[src/kbcpc_defs.svh]
`ifndef KBCPC_DEFS_SVH
`define KBCPC_DEFS_SVH

// ----------------------------------------------------------------------
// Message layout
// ----------------------------------------------------------------------
`define KBCPC_MSG_WORDS      3'd5
`define KBCPC_HDR0_BYTE0     8'h00
`define KBCPC_HDR1_BYTE0     8'h08
`define KBCPC_OP_KEY_INPUT   8'h01
`define KBCPC_OP_LED_OUTPUT  8'h02
`define KBCPC_MSG_LENGTH     8'h14
`define KBCPC_KEY_DOWN       8'h01
`define KBCPC_KEY_UP         8'h00

// ----------------------------------------------------------------------
// Typematic parameter block
// ----------------------------------------------------------------------
`define KBCPC_PARAM_TYPE     16'h0004
`define KBCPC_PARAM_LENGTH   16'h0008
`define KBCPC_TM_ENABLE_ON   8'h01
`define KBCPC_RATE_LSB       0
`define KBCPC_RATE_MSB       4
`define KBCPC_DELAY_LSB      5
`define KBCPC_DELAY_MSB      6
`define KBCPC_LED_BITS       5
`define KBCPC_RST_ENABLE     1'b1
`define KBCPC_RST_RATE       5'h0b
`define KBCPC_RST_DELAY      2'h1
`define KBCPC_DELAY_P0       16'h09c4
`define KBCPC_DELAY_P1       16'h1388
`define KBCPC_DELAY_P2       16'h1d4c
`define KBCPC_DELAY_P3       16'h2710

// ----------------------------------------------------------------------
// Register map
// ----------------------------------------------------------------------
`define KBCPC_REG_CHANNEL    4'h0
`define KBCPC_REG_STATUS     4'h4
`define KBCPC_REG_TYPEMATIC  4'h8
`define KBCPC_REG_LED        4'hc

`endif

[src/kbcpc_pkg.sv]
package kbcpc_pkg;
  typedef enum logic [1:0] {
    KBCPC_RX_IDLE,
    KBCPC_RX_KEYMSG,
    KBCPC_RX_PARAM
  } kbcpc_rx_state_t;
endpackage

[src/kbcpc_rate_table.sv]
`timescale 1ns/10ps
`include "kbcpc_defs.svh"

// Repeat period in tenths of a millisecond per rate code.
module kbcpc_rate_table (
  input  wire logic [4:0]  rate_code_i,
  output logic      [15:0] period_o
);
  always_comb begin
    unique case (rate_code_i)
      5'h00: period_o = 16'h014d; 5'h01: period_o = 16'h0176;
      5'h02: period_o = 16'h01a0; 5'h03: period_o = 16'h01ca;
      5'h04: period_o = 16'h01e3; 5'h05: period_o = 16'h021c;
      5'h06: period_o = 16'h0248; 5'h07: period_o = 16'h0271;
      5'h08: period_o = 16'h029b; 5'h09: period_o = 16'h02eb;
      5'h0a: period_o = 16'h0341; 5'h0b: period_o = 16'h0395;
      5'h0c: period_o = 16'h03e8; 5'h0d: period_o = 16'h043e;
      5'h0e: period_o = 16'h048a; 5'h0f: period_o = 16'h04e2;
      5'h10: period_o = 16'h0535; 5'h11: period_o = 16'h05d4;
      5'h12: period_o = 16'h0682; 5'h13: period_o = 16'h0710;
      5'h14: period_o = 16'h07d0; 5'h15: period_o = 16'h087d;
      5'h16: period_o = 16'h0915; 5'h17: period_o = 16'h09c4;
      5'h18: period_o = 16'h0a8f; 5'h19: period_o = 16'h0bd6;
      5'h1a: period_o = 16'h0d05; 5'h1b: period_o = 16'h0e4b;
      5'h1c: period_o = 16'h0fa0; 5'h1d: period_o = 16'h10fc;
      5'h1e: period_o = 16'h1297; default: period_o = 16'h1388;
    endcase
  end
endmodule // kbcpc_rate_table

[src/kbcpc_codec.sv]
// Our own choices: the placing of the registers and the address-and-strobe port.
`timescale 1ns/10ps
`include "kbcpc_defs.svh"

// Notes on behaviour
// - Parameter block header: type 0004, length 0008.
// - Word 1: enable, rate, reserved, delay bytes.
// - Enable zero disables repeat, 01 enables.
// - One repeat rate for all keys.
// - Five-bit rate code, 30.0 down to 2.0.
// - Two-bit delay code, 0.25 to 1.00 seconds.
// - Reset default: enabled, 500 ms, 10.9 cps.
// - Reserved bytes ignored on receive, zero sent.
// - Only key input and LED output messages.
// - Key input opcode 01 in header byte one.
// - Five words: channel, opcode, stamp, sequences.
// - One message per key event, latest key; events arriving while a message is being sent are dropped.
// - Word 4: usage code byte 1, flag byte 3.
// - Press flag one on press, zero release.
// - LED output opcode 02, same header.
// - LED bit map in byte 0 of word 4.
// - Bits: num, caps, scroll, compose, kana.
// - LED map drives all attached keyboards.
// - Report phantom usage code on overflow.
module kbcpc_codec #(
  parameter int          KBD_COUNT     = 2,
  parameter int          CLK_HZ        = 50_000_000,
  parameter int          TICK_CYCLES   = CLK_HZ / 10_000,
  parameter logic [7:0]  PHANTOM_USAGE = 8'h01
) (
  input  wire logic                 clock_i,
  input  wire logic                 rst_n_i,
  input  wire logic [3:0]           reg_addr_i,
  input  wire logic [31:0]          reg_wdata_i,
  input  wire logic                 reg_wr_i,
  input  wire logic                 reg_rd_i,
  output logic      [31:0]          reg_rdata_o,
  input  wire logic [31:0]          rx_word_i,
  input  wire logic                 rx_valid_i,
  input  wire logic                 rx_first_i,
  input  wire logic                 key_event_i,
  input  wire logic [7:0]           key_usage_i,
  input  wire logic                 key_down_i,
  input  wire logic                 key_overflow_i,
  output logic      [31:0]          tx_word_o,
  output logic                      tx_valid_o,
  output logic                      tx_first_o,
  output logic                      tx_busy_o,
  output logic      [KBD_COUNT*5-1:0] led_kbd_o,
  output logic                      repeat_o,
  output logic      [7:0]           repeat_usage_o
);
  import kbcpc_pkg::*;

  // --------------------------------------------------------------------
  // Registers
  // --------------------------------------------------------------------
  logic [15:0]     chan_id_reg;
  logic [15:0]     tx_seq_reg;
  logic [15:0]     rx_seq_reg;
  logic [31:0]     stamp_reg;
  logic            tm_enable_reg;
  logic [4:0]      tm_rate_reg;
  logic [1:0]      tm_delay_reg;
  logic [4:0]      led_map_reg;
  logic [7:0]      discard_cnt_reg;
  kbcpc_rx_state_t rx_state_reg;
  logic [2:0]      rx_idx_reg;
  logic [7:0]      rx_op_reg;
  logic [2:0]      tx_idx_reg;
  logic [7:0]      tx_usage_reg;
  logic [7:0]      tx_flag_reg;
  logic [15:0]     tick_cnt_reg;
  logic [15:0]     rep_cnt_reg;
  logic            held_reg;
  logic            repeating_reg;
  logic [15:0]     rate_period;
  logic [15:0]     delay_period;
  logic            tick;

  kbcpc_rate_table u_rate (
    .rate_code_i (tm_rate_reg),
    .period_o    (rate_period)
  );

  // --------------------------------------------------------------------
  // Register bus
  // --------------------------------------------------------------------
  always_ff @(posedge clock_i) begin
    if (!rst_n_i) begin
      chan_id_reg <= 16'h0000;
      stamp_reg   <= 32'h0000_0000;
    end else if (reg_wr_i && reg_addr_i == `KBCPC_REG_CHANNEL) begin
      chan_id_reg <= reg_wdata_i[15:0];
      stamp_reg   <= {16'h0000, reg_wdata_i[31:16]};
    end
  end

  always_ff @(posedge clock_i) begin
    if (!rst_n_i) begin
      reg_rdata_o <= 32'h0000_0000;
    end else if (reg_rd_i) begin
      unique case (reg_addr_i)
        `KBCPC_REG_CHANNEL:   reg_rdata_o <= {16'h0000, chan_id_reg};
        `KBCPC_REG_STATUS:    reg_rdata_o <= {discard_cnt_reg, 6'h00,
                                              rx_state_reg, tx_seq_reg};
        `KBCPC_REG_TYPEMATIC: reg_rdata_o <= {24'h000000, tm_enable_reg,
                                              tm_delay_reg, tm_rate_reg};
        `KBCPC_REG_LED:       reg_rdata_o <= {rx_seq_reg, 11'h000,
                                              led_map_reg};
        default:              reg_rdata_o <= 32'h0000_0000;
      endcase
    end else begin
      reg_rdata_o <= 32'h0000_0000;
    end
  end

  // --------------------------------------------------------------------
  // Receive parser
  // --------------------------------------------------------------------
  // Reserved bytes are never looked at, so future senders cannot upset us.
  always_ff @(posedge clock_i) begin
    if (!rst_n_i) begin
      rx_state_reg <= KBCPC_RX_IDLE;
      rx_idx_reg   <= 3'd0;
      rx_op_reg    <= 8'h00;
    end else if (rx_valid_i) begin
      if (rx_first_i) begin
        rx_idx_reg <= 3'd1;
        if (rx_word_i == {`KBCPC_PARAM_LENGTH, `KBCPC_PARAM_TYPE}) begin
          rx_state_reg <= KBCPC_RX_PARAM;
        end else if (rx_word_i[7:0] == `KBCPC_HDR0_BYTE0) begin
          rx_state_reg <= KBCPC_RX_KEYMSG;
        end else begin
          rx_state_reg <= KBCPC_RX_IDLE;
        end
      end else if (rx_state_reg != KBCPC_RX_IDLE) begin
        if (rx_idx_reg == 3'd1) begin
          rx_op_reg <= rx_word_i[15:8];
        end
        if (rx_state_reg == KBCPC_RX_PARAM ||
            rx_idx_reg == `KBCPC_MSG_WORDS - 3'd1) begin
          rx_state_reg <= KBCPC_RX_IDLE;
        end
        rx_idx_reg <= rx_idx_reg + 3'd1;
      end
    end
  end

  // Typematic settings, reset to the pre-association defaults.
  always_ff @(posedge clock_i) begin
    if (!rst_n_i) begin
      tm_enable_reg <= `KBCPC_RST_ENABLE;
      tm_rate_reg   <= `KBCPC_RST_RATE;
      tm_delay_reg  <= `KBCPC_RST_DELAY;
    end else if (rx_valid_i && !rx_first_i &&
                 rx_state_reg == KBCPC_RX_PARAM) begin
      // Unlisted enable values keep the old setting.
      if (rx_word_i[7:0] == 8'h00) begin
        tm_enable_reg <= 1'b0;
      end else if (rx_word_i[7:0] == `KBCPC_TM_ENABLE_ON) begin
        tm_enable_reg <= 1'b1;
      end
      tm_rate_reg  <= rx_word_i[8+`KBCPC_RATE_MSB:8+`KBCPC_RATE_LSB];
      tm_delay_reg <= rx_word_i[24+`KBCPC_DELAY_MSB:24+`KBCPC_DELAY_LSB];
    end
  end

  // LED message word 4 and sequence number; others are discarded.
  always_ff @(posedge clock_i) begin
    if (!rst_n_i) begin
      led_map_reg     <= 5'h00;
      rx_seq_reg      <= 16'h0000;
      discard_cnt_reg <= 8'h00;
    end else if (rx_valid_i && !rx_first_i &&
                 rx_state_reg == KBCPC_RX_KEYMSG) begin
      if (rx_idx_reg == 3'd4 &&
          rx_op_reg == `KBCPC_OP_LED_OUTPUT) begin
        led_map_reg <= rx_word_i[`KBCPC_LED_BITS-1:0];
        rx_seq_reg  <= rx_seq_reg + 16'h0001;
      end else if (rx_idx_reg == 3'd4) begin
        discard_cnt_reg <= discard_cnt_reg + 8'h01;
      end
    end
  end

  // One map fans out to every keyboard so all indicators agree.
  genvar g;
  generate
    for (g = 0; g < KBD_COUNT; g++) begin : g_led
      always_ff @(posedge clock_i) begin
        if (!rst_n_i) begin
          led_kbd_o[g*5 +: 5] <= 5'h00;
        end else begin
          led_kbd_o[g*5 +: 5] <= led_map_reg;
        end
      end
    end
  endgenerate

  // --------------------------------------------------------------------
  // Key input transmitter
  // --------------------------------------------------------------------
  // Events arriving while busy are dropped; the source must wait.
  always_ff @(posedge clock_i) begin
    if (!rst_n_i) begin
      tx_idx_reg   <= 3'd0;
      tx_busy_o    <= 1'b0;
      tx_usage_reg <= 8'h00;
      tx_flag_reg  <= 8'h00;
      tx_seq_reg   <= 16'h0000;
    end else if (!tx_busy_o && key_event_i) begin
      tx_busy_o    <= 1'b1;
      tx_idx_reg   <= 3'd0;
      tx_usage_reg <= key_overflow_i ? PHANTOM_USAGE : key_usage_i;
      tx_flag_reg  <= key_down_i ? `KBCPC_KEY_DOWN : `KBCPC_KEY_UP;
    end else if (tx_busy_o) begin
      if (tx_idx_reg == `KBCPC_MSG_WORDS - 3'd1) begin
        tx_busy_o  <= 1'b0;
        tx_seq_reg <= tx_seq_reg + 16'h0001;
      end
      tx_idx_reg <= tx_idx_reg + 3'd1;
    end
  end

  always_ff @(posedge clock_i) begin
    if (!rst_n_i) begin
      tx_word_o  <= 32'h0000_0000;
      tx_valid_o <= 1'b0;
      tx_first_o <= 1'b0;
    end else begin
      tx_valid_o <= tx_busy_o;
      tx_first_o <= tx_busy_o && tx_idx_reg == 3'd0;
      unique case (tx_idx_reg)
        3'd0: tx_word_o <= {chan_id_reg, 8'h00, `KBCPC_HDR0_BYTE0};
        3'd1: tx_word_o <= {8'h00, `KBCPC_MSG_LENGTH,
                            `KBCPC_OP_KEY_INPUT, `KBCPC_HDR1_BYTE0};
        3'd2: tx_word_o <= stamp_reg;
        3'd3: tx_word_o <= {rx_seq_reg, tx_seq_reg};
        default: tx_word_o <= {tx_flag_reg, 8'h00,
                               tx_usage_reg, 8'h00};
      endcase
    end
  end

  // --------------------------------------------------------------------
  // Auto-repeat
  // --------------------------------------------------------------------
  // A table keeps each delay exact in tenths of a millisecond.
  always_comb begin
    unique case (tm_delay_reg)
      2'h0: delay_period = `KBCPC_DELAY_P0;
      2'h1: delay_period = `KBCPC_DELAY_P1;
      2'h2: delay_period = `KBCPC_DELAY_P2;
      2'h3: delay_period = `KBCPC_DELAY_P3;
    endcase
  end
  assign tick = tick_cnt_reg == 16'(TICK_CYCLES - 1);

  always_ff @(posedge clock_i) begin
    if (!rst_n_i || tick) begin
      tick_cnt_reg <= 16'h0000;
    end else begin
      tick_cnt_reg <= tick_cnt_reg + 16'h0001;
    end
  end

  // A single counter serves all keys, so the rate is shared.
  always_ff @(posedge clock_i) begin
    if (!rst_n_i) begin
      held_reg       <= 1'b0;
      repeating_reg  <= 1'b0;
      rep_cnt_reg    <= 16'h0000;
      repeat_o       <= 1'b0;
      repeat_usage_o <= 8'h00;
    end else begin
      repeat_o <= 1'b0;
      if (key_event_i) begin
        held_reg       <= key_down_i && !key_overflow_i;
        repeating_reg  <= 1'b0;
        rep_cnt_reg    <= 16'h0000;
        repeat_usage_o <= key_usage_i;
      end else if (held_reg && tm_enable_reg && tick) begin
        if (rep_cnt_reg + 16'h0001 >=
            (repeating_reg ? rate_period : delay_period)) begin
          rep_cnt_reg   <= 16'h0000;
          repeating_reg <= 1'b1;
          repeat_o      <= 1'b1;
        end else begin
          rep_cnt_reg <= rep_cnt_reg + 16'h0001;
        end
      end
    end
  end
endmodule // kbcpc_codec

[config.mk]
export PLATFORM = sky130hd
export DESIGN_NAME = kbcpc_codec
export DESIGN_NICKNAME = d
export VERILOG_FILES = /design/src/kbcpc_pkg.sv /design/src/kbcpc_rate_table.sv /design/src/kbcpc_codec.sv
export VERILOG_INCLUDE_DIRS = /design/src
export SDC_FILE = /design/constraint.sdc
export NUM_CORES = 1
export LEC_CHECK = 0
export BUFFER_PORTS_ARGS = -buffer_cell sky130_fd_sc_hd__clkbuf_2
export CAP_MARGIN = 40
export CORE_UTILIZATION = 50
export CTS_BUF_LIST = sky130_fd_sc_hd__clkbuf_16
export DETAILED_ROUTE_END_ITERATION = 16
export PLACE_DENSITY = 0.7
export SYNTH_ARGS = -nofsm -noshare
export SYNTH_HDL_FRONTEND = slang
export SYNTH_HIERARCHICAL = 1
export SYNTH_SLANG_ARGS = --single-unit
[constraint.sdc]
create_clock -name clock_i -period 4 [get_ports clock_i]
set_input_delay 1 -clock clock_i [delete_from_list [all_inputs] [get_ports clock_i]]
set_output_delay 1 -clock clock_i [all_outputs]
set_load 0.05 [all_outputs]
==> flow_metrics.env, run 1 <==
export IMPL_drt_iter0_drc=629
export IMPL_first_global_vias=8500
export IMPL_postPlaceCellArea_um2=11300
export IMPL_grt_pass1_wl_um=43100
export IMPL_power_density_nw_per_um2=389
export IMPL_htree_levels=1
export IMPL_multi_input_area_um2=5390
export IMPL_synth_avg_cell_area_um2=8.69
export IMPL_die_area_um2=21300
export IMPL_criticalPathCategory="flop to flop"
export IMPL_fin_cells=1615
export IMPL_min_period_ns=3.64
export IMPL_cts_buffer_depth=3
export IMPL_layout_worst_path_cycle_share=0.910
export IMPL_ant_nets=0
export IMPL_ys_top_cells_by_count="dfxtp_1 (225), nor2_1 (158), nand2_1 (142)"
export IMPL_synth_ff_type="dfxtp_1"
export IMPL_endpoint_kind="flop"
export IMPL_vias=8989
export IMPL_area_sequential_um2=4500
export IMPL_syn2layout_area_growth_pct=17.0
export IMPL_antenna_found_initial=0
export IMPL_ys_seq_area_frac=0.436
export IMPL_hold_violations=0
export IMPL_cap_violations=0
export IMPL_dp_slack_ns=0.363
export IMPL_n_antenna_cell=0
export IMPL_drt_pass1_iter_count=5
export IMPL_rows=52
export IMPL_pwr_share_clk=0.467
export IMPL_yosys_cell_count_top_type="dfxtp_1"
export IMPL_die_w_um=146
export IMPL_clkTransAtPathRegs_ns=0.06
export IMPL_ys_top_cells_by_area="dfxtp_1 (44%), nor2_1 (5.7%), nand2_1 (5.2%)"
export IMPL_cts_tree="done"
export IMPL_p_int_mw=3.63
export IMPL_yosys_warnings=6
export IMPL_crit_required_ns=4.44
export IMPL_cts_root_buf="clkbuf_16"
export IMPL_vdd_drop_max_v=0.000327
export IMPL_arrival_ns=4.08
export IMPL_core_area_um2=20200
export IMPL_finalSetupViolCount=0
export IMPL_routabilityCongestion=0.864
export IMPL_final_cell_area_um2=12100
export IMPL_seqPwrFrac=0.484
export IMPL_viasPerCell=5.57
export IMPL_crit_path_start_kind="flop"
export IMPL_relSlewSlack=0.524
export IMPL_fin_setup_tns_ns=0
export IMPL_cts_buffers=24
export IMPL_regToRegSetupSlack_ns=0.36
export IMPL_slew_viol_final=0
export IMPL_grt_max_degree=76
export IMPL_leakagePower_nw=4.73
export IMPL_synthCells=1190
export IMPL_layout_drive_gt1_share=0.186
export IMPL_synth_edff_count=0
export IMPL_wl_um=26700
export IMPL_p_sw_mw=1.08
export IMPL_placed_cells=1572
export IMPL_setup_ws_ns=0.359
export IMPL_drc_errors=0
export IMPL_ys_ff_latch=225
export IMPL_combPwrFrac=0.049
export IMPL_clkSinkCount=225
export IMPL_hold_slack_ns=0.448
export IMPL_rsz0062_at_grt="false"
export IMPL_ctsResizeCount=0
export IMPL_holdCritPathClass="flop to flop"
export IMPL_dp_hpwl_um=18700
export IMPL_tightest_slew_ns=0.714
export IMPL_grt_ovfl_total=0
export IMPL_crit_fanout=18
export IMPL_grt_usage=0.248
export IMPL_max_freq_mhz=275
export IMPL_die_h_um=146
export IMPL_start_util=0.511
export IMPL_holdBufCountCts=0
export IMPL_clock_skew_ns=0.0145
export IMPL_numPortBuffers=170
export IMPL_yosys_area_top_type_share=0.436
export IMPL_nets=1454
export IMPL_clock_latency_ns=0.52
export IMPL_postSynth_asyncResetShare=0
export IMPL_wire_per_inst_um=16.6
export IMPL_netlist_area_um2=10300
export IMPL_synth_top_cell_by_area="dfxtp_1"
export IMPL_cts_setup_buffers=0
export IMPL_num_io_pins=171
export IMPL_fill_cells=1809
export IMPL_ys_types=65
export IMPL_status="completed"
export IMPL_largestRegisters="reg_rdata_o x32, tx_word_o x32"
export IMPL_swShare=0.230
## per-stage QoR
step           utilization  total power, mW
6_report             0.598             4.71
5_1_grt              0.598             4.86
4_1_cts              0.598             4.75
3_5_place_dp         0.559             2.56
3_3_place_gp         0.559             2.56
2_1_floorplan            -             2.46
## metal layers
layer,up-vias,GRT usage,wire [um]
li1,4415,-,-
met3,33,0.0451,1680
met2,253,0.415,12500
met1,4288,0.327,12100
met4,0,0.0653,465
met5,-,0,0
## cells in the final DEF (no fill, tap or decap), drive strengths merged, types with 2 or more instances in the layout
cell and instances:
dfxtp 225, clkbuf 194, nor2 158, nand2 142, a21oi 87, a22oi 55, nor3 42, xnor2 41
ha 41, xor2 32, mux2i 31, nand3 26, nand4 25, o21ai 23, and2 21, inv 20
buf 20, nor4 18, and3 16, nor2b 15, or3 13, clkinv 11, nand3b 10, and4 8
nand2b 8, a222oi 8, a211oi 6, a221oi 5, nor4b 5, clkinvlp 4, o31ai 3, bufinv 3
conb 3, a2111oi 3, a2bb2oi 2, nor3b 2, o211ai 2, o21bai 2
## power groups by stage
stage	registers, mW	clock network (mW)	logic (mW)
CTS	2.28	2.24	0.230
global placement	2.33	0	0.227
floorplan	2.36	0	0.0981
finish	2.28	2.20	0.230
global route	2.28	2.33	0.249
detailed placement	2.33	0	0.229
## cell type report
cell class	instances	share of cell area
multi-input combinational	868	0.445
sequential	225	0.372
inverter	19	0.00610
clock buffer	24	0.0496
clock inverter	19	0.0151
tap	270	0.0279
timing repair buffer	190	0.0836
## kinds of logic (layout without fill, tap and decap cells)
logic type               after synthesis  count (layout)  synth area share
AO/OA/AOI/OAI                        205             205             0.130
adder cells (fa/ha/maj)               41              41            0.0496
other                                  1               3          0.000363
AND/OR/NAND/NOR                      513             513             0.244
XOR/XNOR                              73              73            0.0618
flip-flops                           225             225             0.436
buffers and inverters                 99             252            0.0451
multiplexers                          33              33            0.0336
## worst max-delay path: stages, from the launching register on
cell,delay (ns)
dfxtp_1,0.51
inv_1,0.20
ha_1,0.48
nor2_1,0.12
a211oi_1,0.24
a211oi_1,0.08
a21oi_1,0.15
o21ai_0,0.12
ha_1,0.31
nand4_1,0.08
or4b_1,0.58
a31oi_4,0.49
nor2b_1,0.19
## path summary, 6_finish.rpt
check                                startpoint               to  depth (start not counted)
worst min register to register  tick_cnt_reg[0]  tick_cnt_reg[0]                          1
worst max register to register   tm_rate_reg[0]         repeat_o                         12
worst min-delay path            tick_cnt_reg[0]  tick_cnt_reg[0]                          1
worst max-delay path             tm_rate_reg[0]         repeat_o                         12
(Power assumes the default switching activity.)
==> run 2, diff against run 1 <==
SKIP_LAST_GASP = 1   (was unset)
clock period = 4.5 ns   (was 4 ns; I/O delays follow)
==> run 2 against run 1 <==
Against the previous run: worst setup slack better by 0.49 ns; cell area is 0.18% higher; count of clock-buffer cells in the layout is 1 higher; combinational power is 11% lower; critical path type unchanged; power is 9.8% lower; critical endpoint is now rep_cnt_reg[10]; final cell count stayed put.
==> flow_metrics.env, run 2 (synthesis results as in run 1) <==
export IMPL_status="completed"
export IMPL_clock_latency_ns=0.53
export IMPL_layout_worst_path_cycle_share=0.812
export IMPL_holdCritPathClass="flop to flop"
export IMPL_start_util=0.511
export IMPL_min_period_ns=3.65
export IMPL_largestRegisters="reg_rdata_o x32, tx_word_o x32"
export IMPL_drt_iter0_drc=604
export IMPL_criticalPathCategory="flop to flop"
export IMPL_endpoint_kind="flop"
export IMPL_htree_levels=1
export IMPL_die_h_um=146
export IMPL_crit_path_start_kind="flop"
export IMPL_fin_setup_tns_ns=0
export IMPL_ant_nets=0
export IMPL_hold_violations=0
export IMPL_leakagePower_nw=4.76
export IMPL_die_area_um2=21300
export IMPL_crit_fanout=18
export IMPL_setup_ws_ns=0.847
export IMPL_core_area_um2=20200
export IMPL_clkSinkCount=225
export IMPL_holdBufCountCts=0
export IMPL_cts_buffers=25
export IMPL_cap_violations=0
export IMPL_clock_skew_ns=0.0179
export IMPL_cts_buffer_depth=3
export IMPL_die_w_um=146
export IMPL_tightest_slew_ns=0.930
export IMPL_grt_usage=0.249
export IMPL_numPortBuffers=170
export IMPL_routabilityCongestion=0.875
export IMPL_rows=52
export IMPL_syn2layout_area_growth_pct=17.2
export IMPL_dp_slack_ns=0.856
export IMPL_nets=1453
export IMPL_layout_commonest_cell="dfxtp_1"
export IMPL_crit_required_ns=4.87
export IMPL_relSlewSlack=0.379
export IMPL_drc_errors=0
export IMPL_grt_pass1_wl_um=43300
export IMPL_power_density_nw_per_um2=351
export IMPL_final_cell_mix="dfxtp_1 (225), clkbuf_2 (170), nor2_1 (157)"
export IMPL_cts_tree="done"
export IMPL_dp_hpwl_um=18700
export IMPL_vias=8953
export IMPL_vdd_drop_max_v=0.000285
export IMPL_drt_pass1_iter_count=6
export IMPL_num_io_pins=171
export IMPL_cts_root_buf="clkbuf_16"
export IMPL_ctsResizeCount=0
export IMPL_cts_setup_buffers=0
export IMPL_n_antenna_cell=0
export IMPL_wire_per_inst_um=16.5
export IMPL_grt_max_degree=47
export IMPL_viasPerCell=5.54
export IMPL_first_global_vias=8511
export IMPL_max_freq_mhz=274
export IMPL_finalSetupViolCount=0
export IMPL_arrival_ns=4.03
export IMPL_slew_viol_final=0
export IMPL_wl_um=26600
export IMPL_grt_ovfl_total=0
export IMPL_layout_drive_gt1_share=0.181
export IMPL_rsz0062_at_grt="false"
export IMPL_antenna_found_initial=1
export IMPL_clkTransAtPathRegs_ns=0.06
## run 2: through the flow
step                cells   util  hold slack [ns]  cell area (um^2)  total power [mW]
global placement     1567  0.557            0.433             11300              2.27
finish               1615  0.599            0.453             12100              4.25
detailed placement   1570  0.559            0.446             11300              2.27
floorplan            1192      -            0.418             10300              2.19
global route         1615  0.599            0.471             12100              4.39
CTS                  1615  0.599            0.455             12100              4.28
## run 2: path summary, 6_finish.rpt
kind	from	to	slack (ns)	depth (start not counted)
min	tick_cnt_reg[0]	tick_cnt_reg[0]	0.45	1
min reg2reg	tick_cnt_reg[0]	tick_cnt_reg[0]	0.45	1
max reg2reg	tm_rate_reg[1]	rep_cnt_reg[10]	0.85	12
max	tm_rate_reg[1]	rep_cnt_reg[10]	0.85	12
## run 2: worst max-delay path: stages (launching register included)
cell,delay (ns)
dfxtp_1,0.56
inv_1,0.19
ha_1,0.49
nor2_1,0.13
a211oi_1,0.25
a211oi_1,0.08
a21oi_1,0.13
o21ai_0,0.11
ha_1,0.32
nand4_1,0.08
or4b_1,0.57
a31oi_4,0.49
nor3_1,0.11
## run 2: per-layer routing
layer  vias to the layer above  global-route usage  part of all wire
met5                         -                   0           0.00038
met3                        43              0.0458             0.064
li1                       4420                   -                 -
met4                         2              0.0611             0.021
met1                      4236               0.332              0.45
met2                       252               0.416              0.47
## run 2: layout make-up
cell class                 instances  area (um^2)
timing repair buffer             188         1010
clock buffer                      25          626
sequential                       225         4500
multi-input combinational        868         5390
inverter                          19         73.8
clock inverter                    20          184
tap                              270          338
fill                            1819         8120
## run 2: power by group
part	internal, mW	total (mW)	switching, mW
combinational	0.0667	0.205	0.139
clock	1.19	2.02	0.829
sequential	2.01	2.03	0.0140
==> run 3, diff against run 2 <==
PLACE_DENSITY = 0.73   (was 0.7)
clock period = 3.1 ns   (was 4.5 ns; I/O delays follow)
==> run 3 against run 2 <==
Against the previous run: the flow now finishes with violations (setup timing); first-iteration DRC count grew 2.6%; count of clock-buffer cells in the layout unchanged; combinational power rose by 46%; wire length grew 3.2%; sequential cell count unchanged; hold slack improved by 0.0021 ns; via count increased by 2.3%; power grew 48%; clock skew shrank 0.0053 ns; register-to-register slack got worse by 0.87 ns; highest routed layer unchanged.
==> flow_metrics.env, run 3 (synthesis results as in run 1) <==
export IMPL_grt_pass1_wl_um=44300
export IMPL_layout_worst_path_cycle_share=1.01
export IMPL_slew_viol_final=0
export IMPL_wl_um=27400
export IMPL_clkTransAtPathRegs_ns=0.06
export IMPL_p_sw_mw=1.44
export IMPL_min_period_ns=3.13
export IMPL_leakagePower_nw=4.97
export IMPL_fin_cells=1655
export IMPL_hold_violations=0
export IMPL_nets=1491
export IMPL_relSlewSlack=0.520
export IMPL_arrival_ns=3.51
export IMPL_drc_errors=0
export IMPL_tightest_slew_ns=0.721
export IMPL_cts_root_buf="clkbuf_16"
export IMPL_wire_per_inst_um=16.6
export IMPL_first_global_vias=8775
export IMPL_clock_latency_ns=0.54
export IMPL_fill_cells=1743
export IMPL_drt_iter0_drc=620
export IMPL_total_power_mw=6.27
export IMPL_endpoint_kind="flop"
export IMPL_cts_buffer_depth=3
export IMPL_cts_tree="done"
export IMPL_clkSinkCount=225
export IMPL_start_util=0.511
export IMPL_vdd_drop_max_v=0.000406
export IMPL_grt_max_degree=74
export IMPL_holdCritPathClass="flop to flop"
export IMPL_die_h_um=146
export IMPL_combPwrFrac=0.048
export IMPL_num_io_pins=171
export IMPL_drt_pass1_iter_count=5
export IMPL_criticalPathCategory="flop to flop"
export IMPL_crit_fanout=8
export IMPL_cap_violations=0
export IMPL_violations="setup timing"
export IMPL_dp_hpwl_um=19300
export IMPL_max_freq_mhz=320
export IMPL_die_w_um=146
export IMPL_die_area_um2=21300
export IMPL_viasPerCell=5.53
export IMPL_setup_ws_ns=-0.0273
export IMPL_placed_cells=1601
export IMPL_layout_drive_gt1_share=0.220
export IMPL_grt_ovfl_total=0
export IMPL_p_int_mw=4.83
export IMPL_seqPwrFrac=0.469
export IMPL_dp_slack_ns=-0.0442
export IMPL_power_density_nw_per_um2=499
export IMPL_rows=52
export IMPL_fin_util=0.622
export IMPL_cts_buffers=25
export IMPL_layout_commonest_cell="dfxtp_1"
export IMPL_crit_path_start_kind="flop"
export IMPL_pwr_share_clk=0.483
export IMPL_numPortBuffers=170
export IMPL_clock_skew_ns=0.0126
export IMPL_crit_required_ns=3.49
export IMPL_syn2layout_area_growth_pct=21.6
export IMPL_status="finished with violations"
export IMPL_rsz0062_at_grt="true"
export IMPL_htree_levels=1
export IMPL_swShare=0.230
export IMPL_largestRegisters="reg_rdata_o x32, tx_word_o x32"
export IMPL_routabilityCongestion=0.921
export IMPL_ant_nets=0
export IMPL_final_cell_mix="dfxtp_1 (222), clkbuf_2 (170), nor2_1 (156)"
export IMPL_vias=9155
export IMPL_grt_usage=0.256
export IMPL_finalSetupViolCount=7
export IMPL_antenna_found_initial=2
export IMPL_core_area_um2=20200
[run 3: final cells by class]
type / instances / area [um^2] / share of cell area
multi-input combinational: 868 / 5460 / 0.434
sequential: 225 / 4510 / 0.359
timing repair buffer: 226 / 1340 / 0.107
clock buffer: 25 / 626 / 0.0497
tap: 270 / 338 / 0.0269
clock inverter: 21 / 220 / 0.0175
inverter: 19 / 78.8 / 0.00627
antenna: 1 / 2.50 / 0.000199
[run 3: metal layers]
| metal | track usage | vias up | wire, um |
|---|---|---|---|
| met1 | 0.344 | 4332 | 12100 |
| met5 | 0 | - | 13 |
| met2 | 0.408 | 274 | 12600 |
| met4 | 0.0916 | 2 | 750 |
| li1 | - | 4490 | - |
| met3 | 0.0530 | 57 | 2020 |
[run 3: power by group through the flow]
stage          combinational, mW  clock (mW)  sequential (mW)
6_report                   0.299        3.03             2.94
5_1_grt                    0.322        3.21             2.94
4_1_cts                    0.299        3.07             2.94
3_5_place_dp               0.297           0             3.00
3_3_place_gp               0.295           0             3.00
2_1_floorplan              0.127           0             3.05
[run 3: critical path, stage by stage, from the launching register on]
cell and delay (ns):
dfxtp_1 0.37, and4_1 0.24, nand4_2 0.16, nor2_1 0.25
nand3_1 0.13, xnor2_1 0.16, ha_1 0.32, nand4_2 0.15
nor3_2 0.22, or4b_4 0.49, a31oi_4 0.24, clkbuf_16 0.20
nor3_1 0.05
[run 3: worst paths after layout]
| path | start | end | slack [ns] | cells after the start |
|---|---|---|---|---|
| min | stamp_reg[5] | stamp_reg[5] | 0.45 | 2 |
| min reg2reg | stamp_reg[5] | stamp_reg[5] | 0.45 | 2 |
| max | rep_cnt_reg[1] | rep_cnt_reg[0] | -0.03 | 12 |
| max reg2reg | rep_cnt_reg[1] | rep_cnt_reg[0] | -0.03 | 12 |
[run 3: through the flow]
| stage | hold slack (ns) | TNS, ns | cell area [um^2] |
|---|---|---|---|
| 2_1_floorplan | 0.418 | 0 | 10400 |
| 3_3_place_gp | 0.428 | 0 | 11600 |
| 3_5_place_dp | 0.446 | -0.617 | 11600 |
| 4_1_cts | 0.443 | 0 | 12500 |
| 5_1_grt | 0.453 | -2.50 | 12600 |
| 6_report | 0.455 | -0.161 | 12600 |
[run 3: timing repair]
| item | CTS | global route |
|---|---|---|
| endpoints found under the setup margin | 17 | 18 |
| buffers inserted | 2 | 4 |
| pin swaps | 0 | 9 |
| hold buffers | 0 | 0 |
| gates cloned | 0 | 1 |
| resized for setup | 5 | 17 |
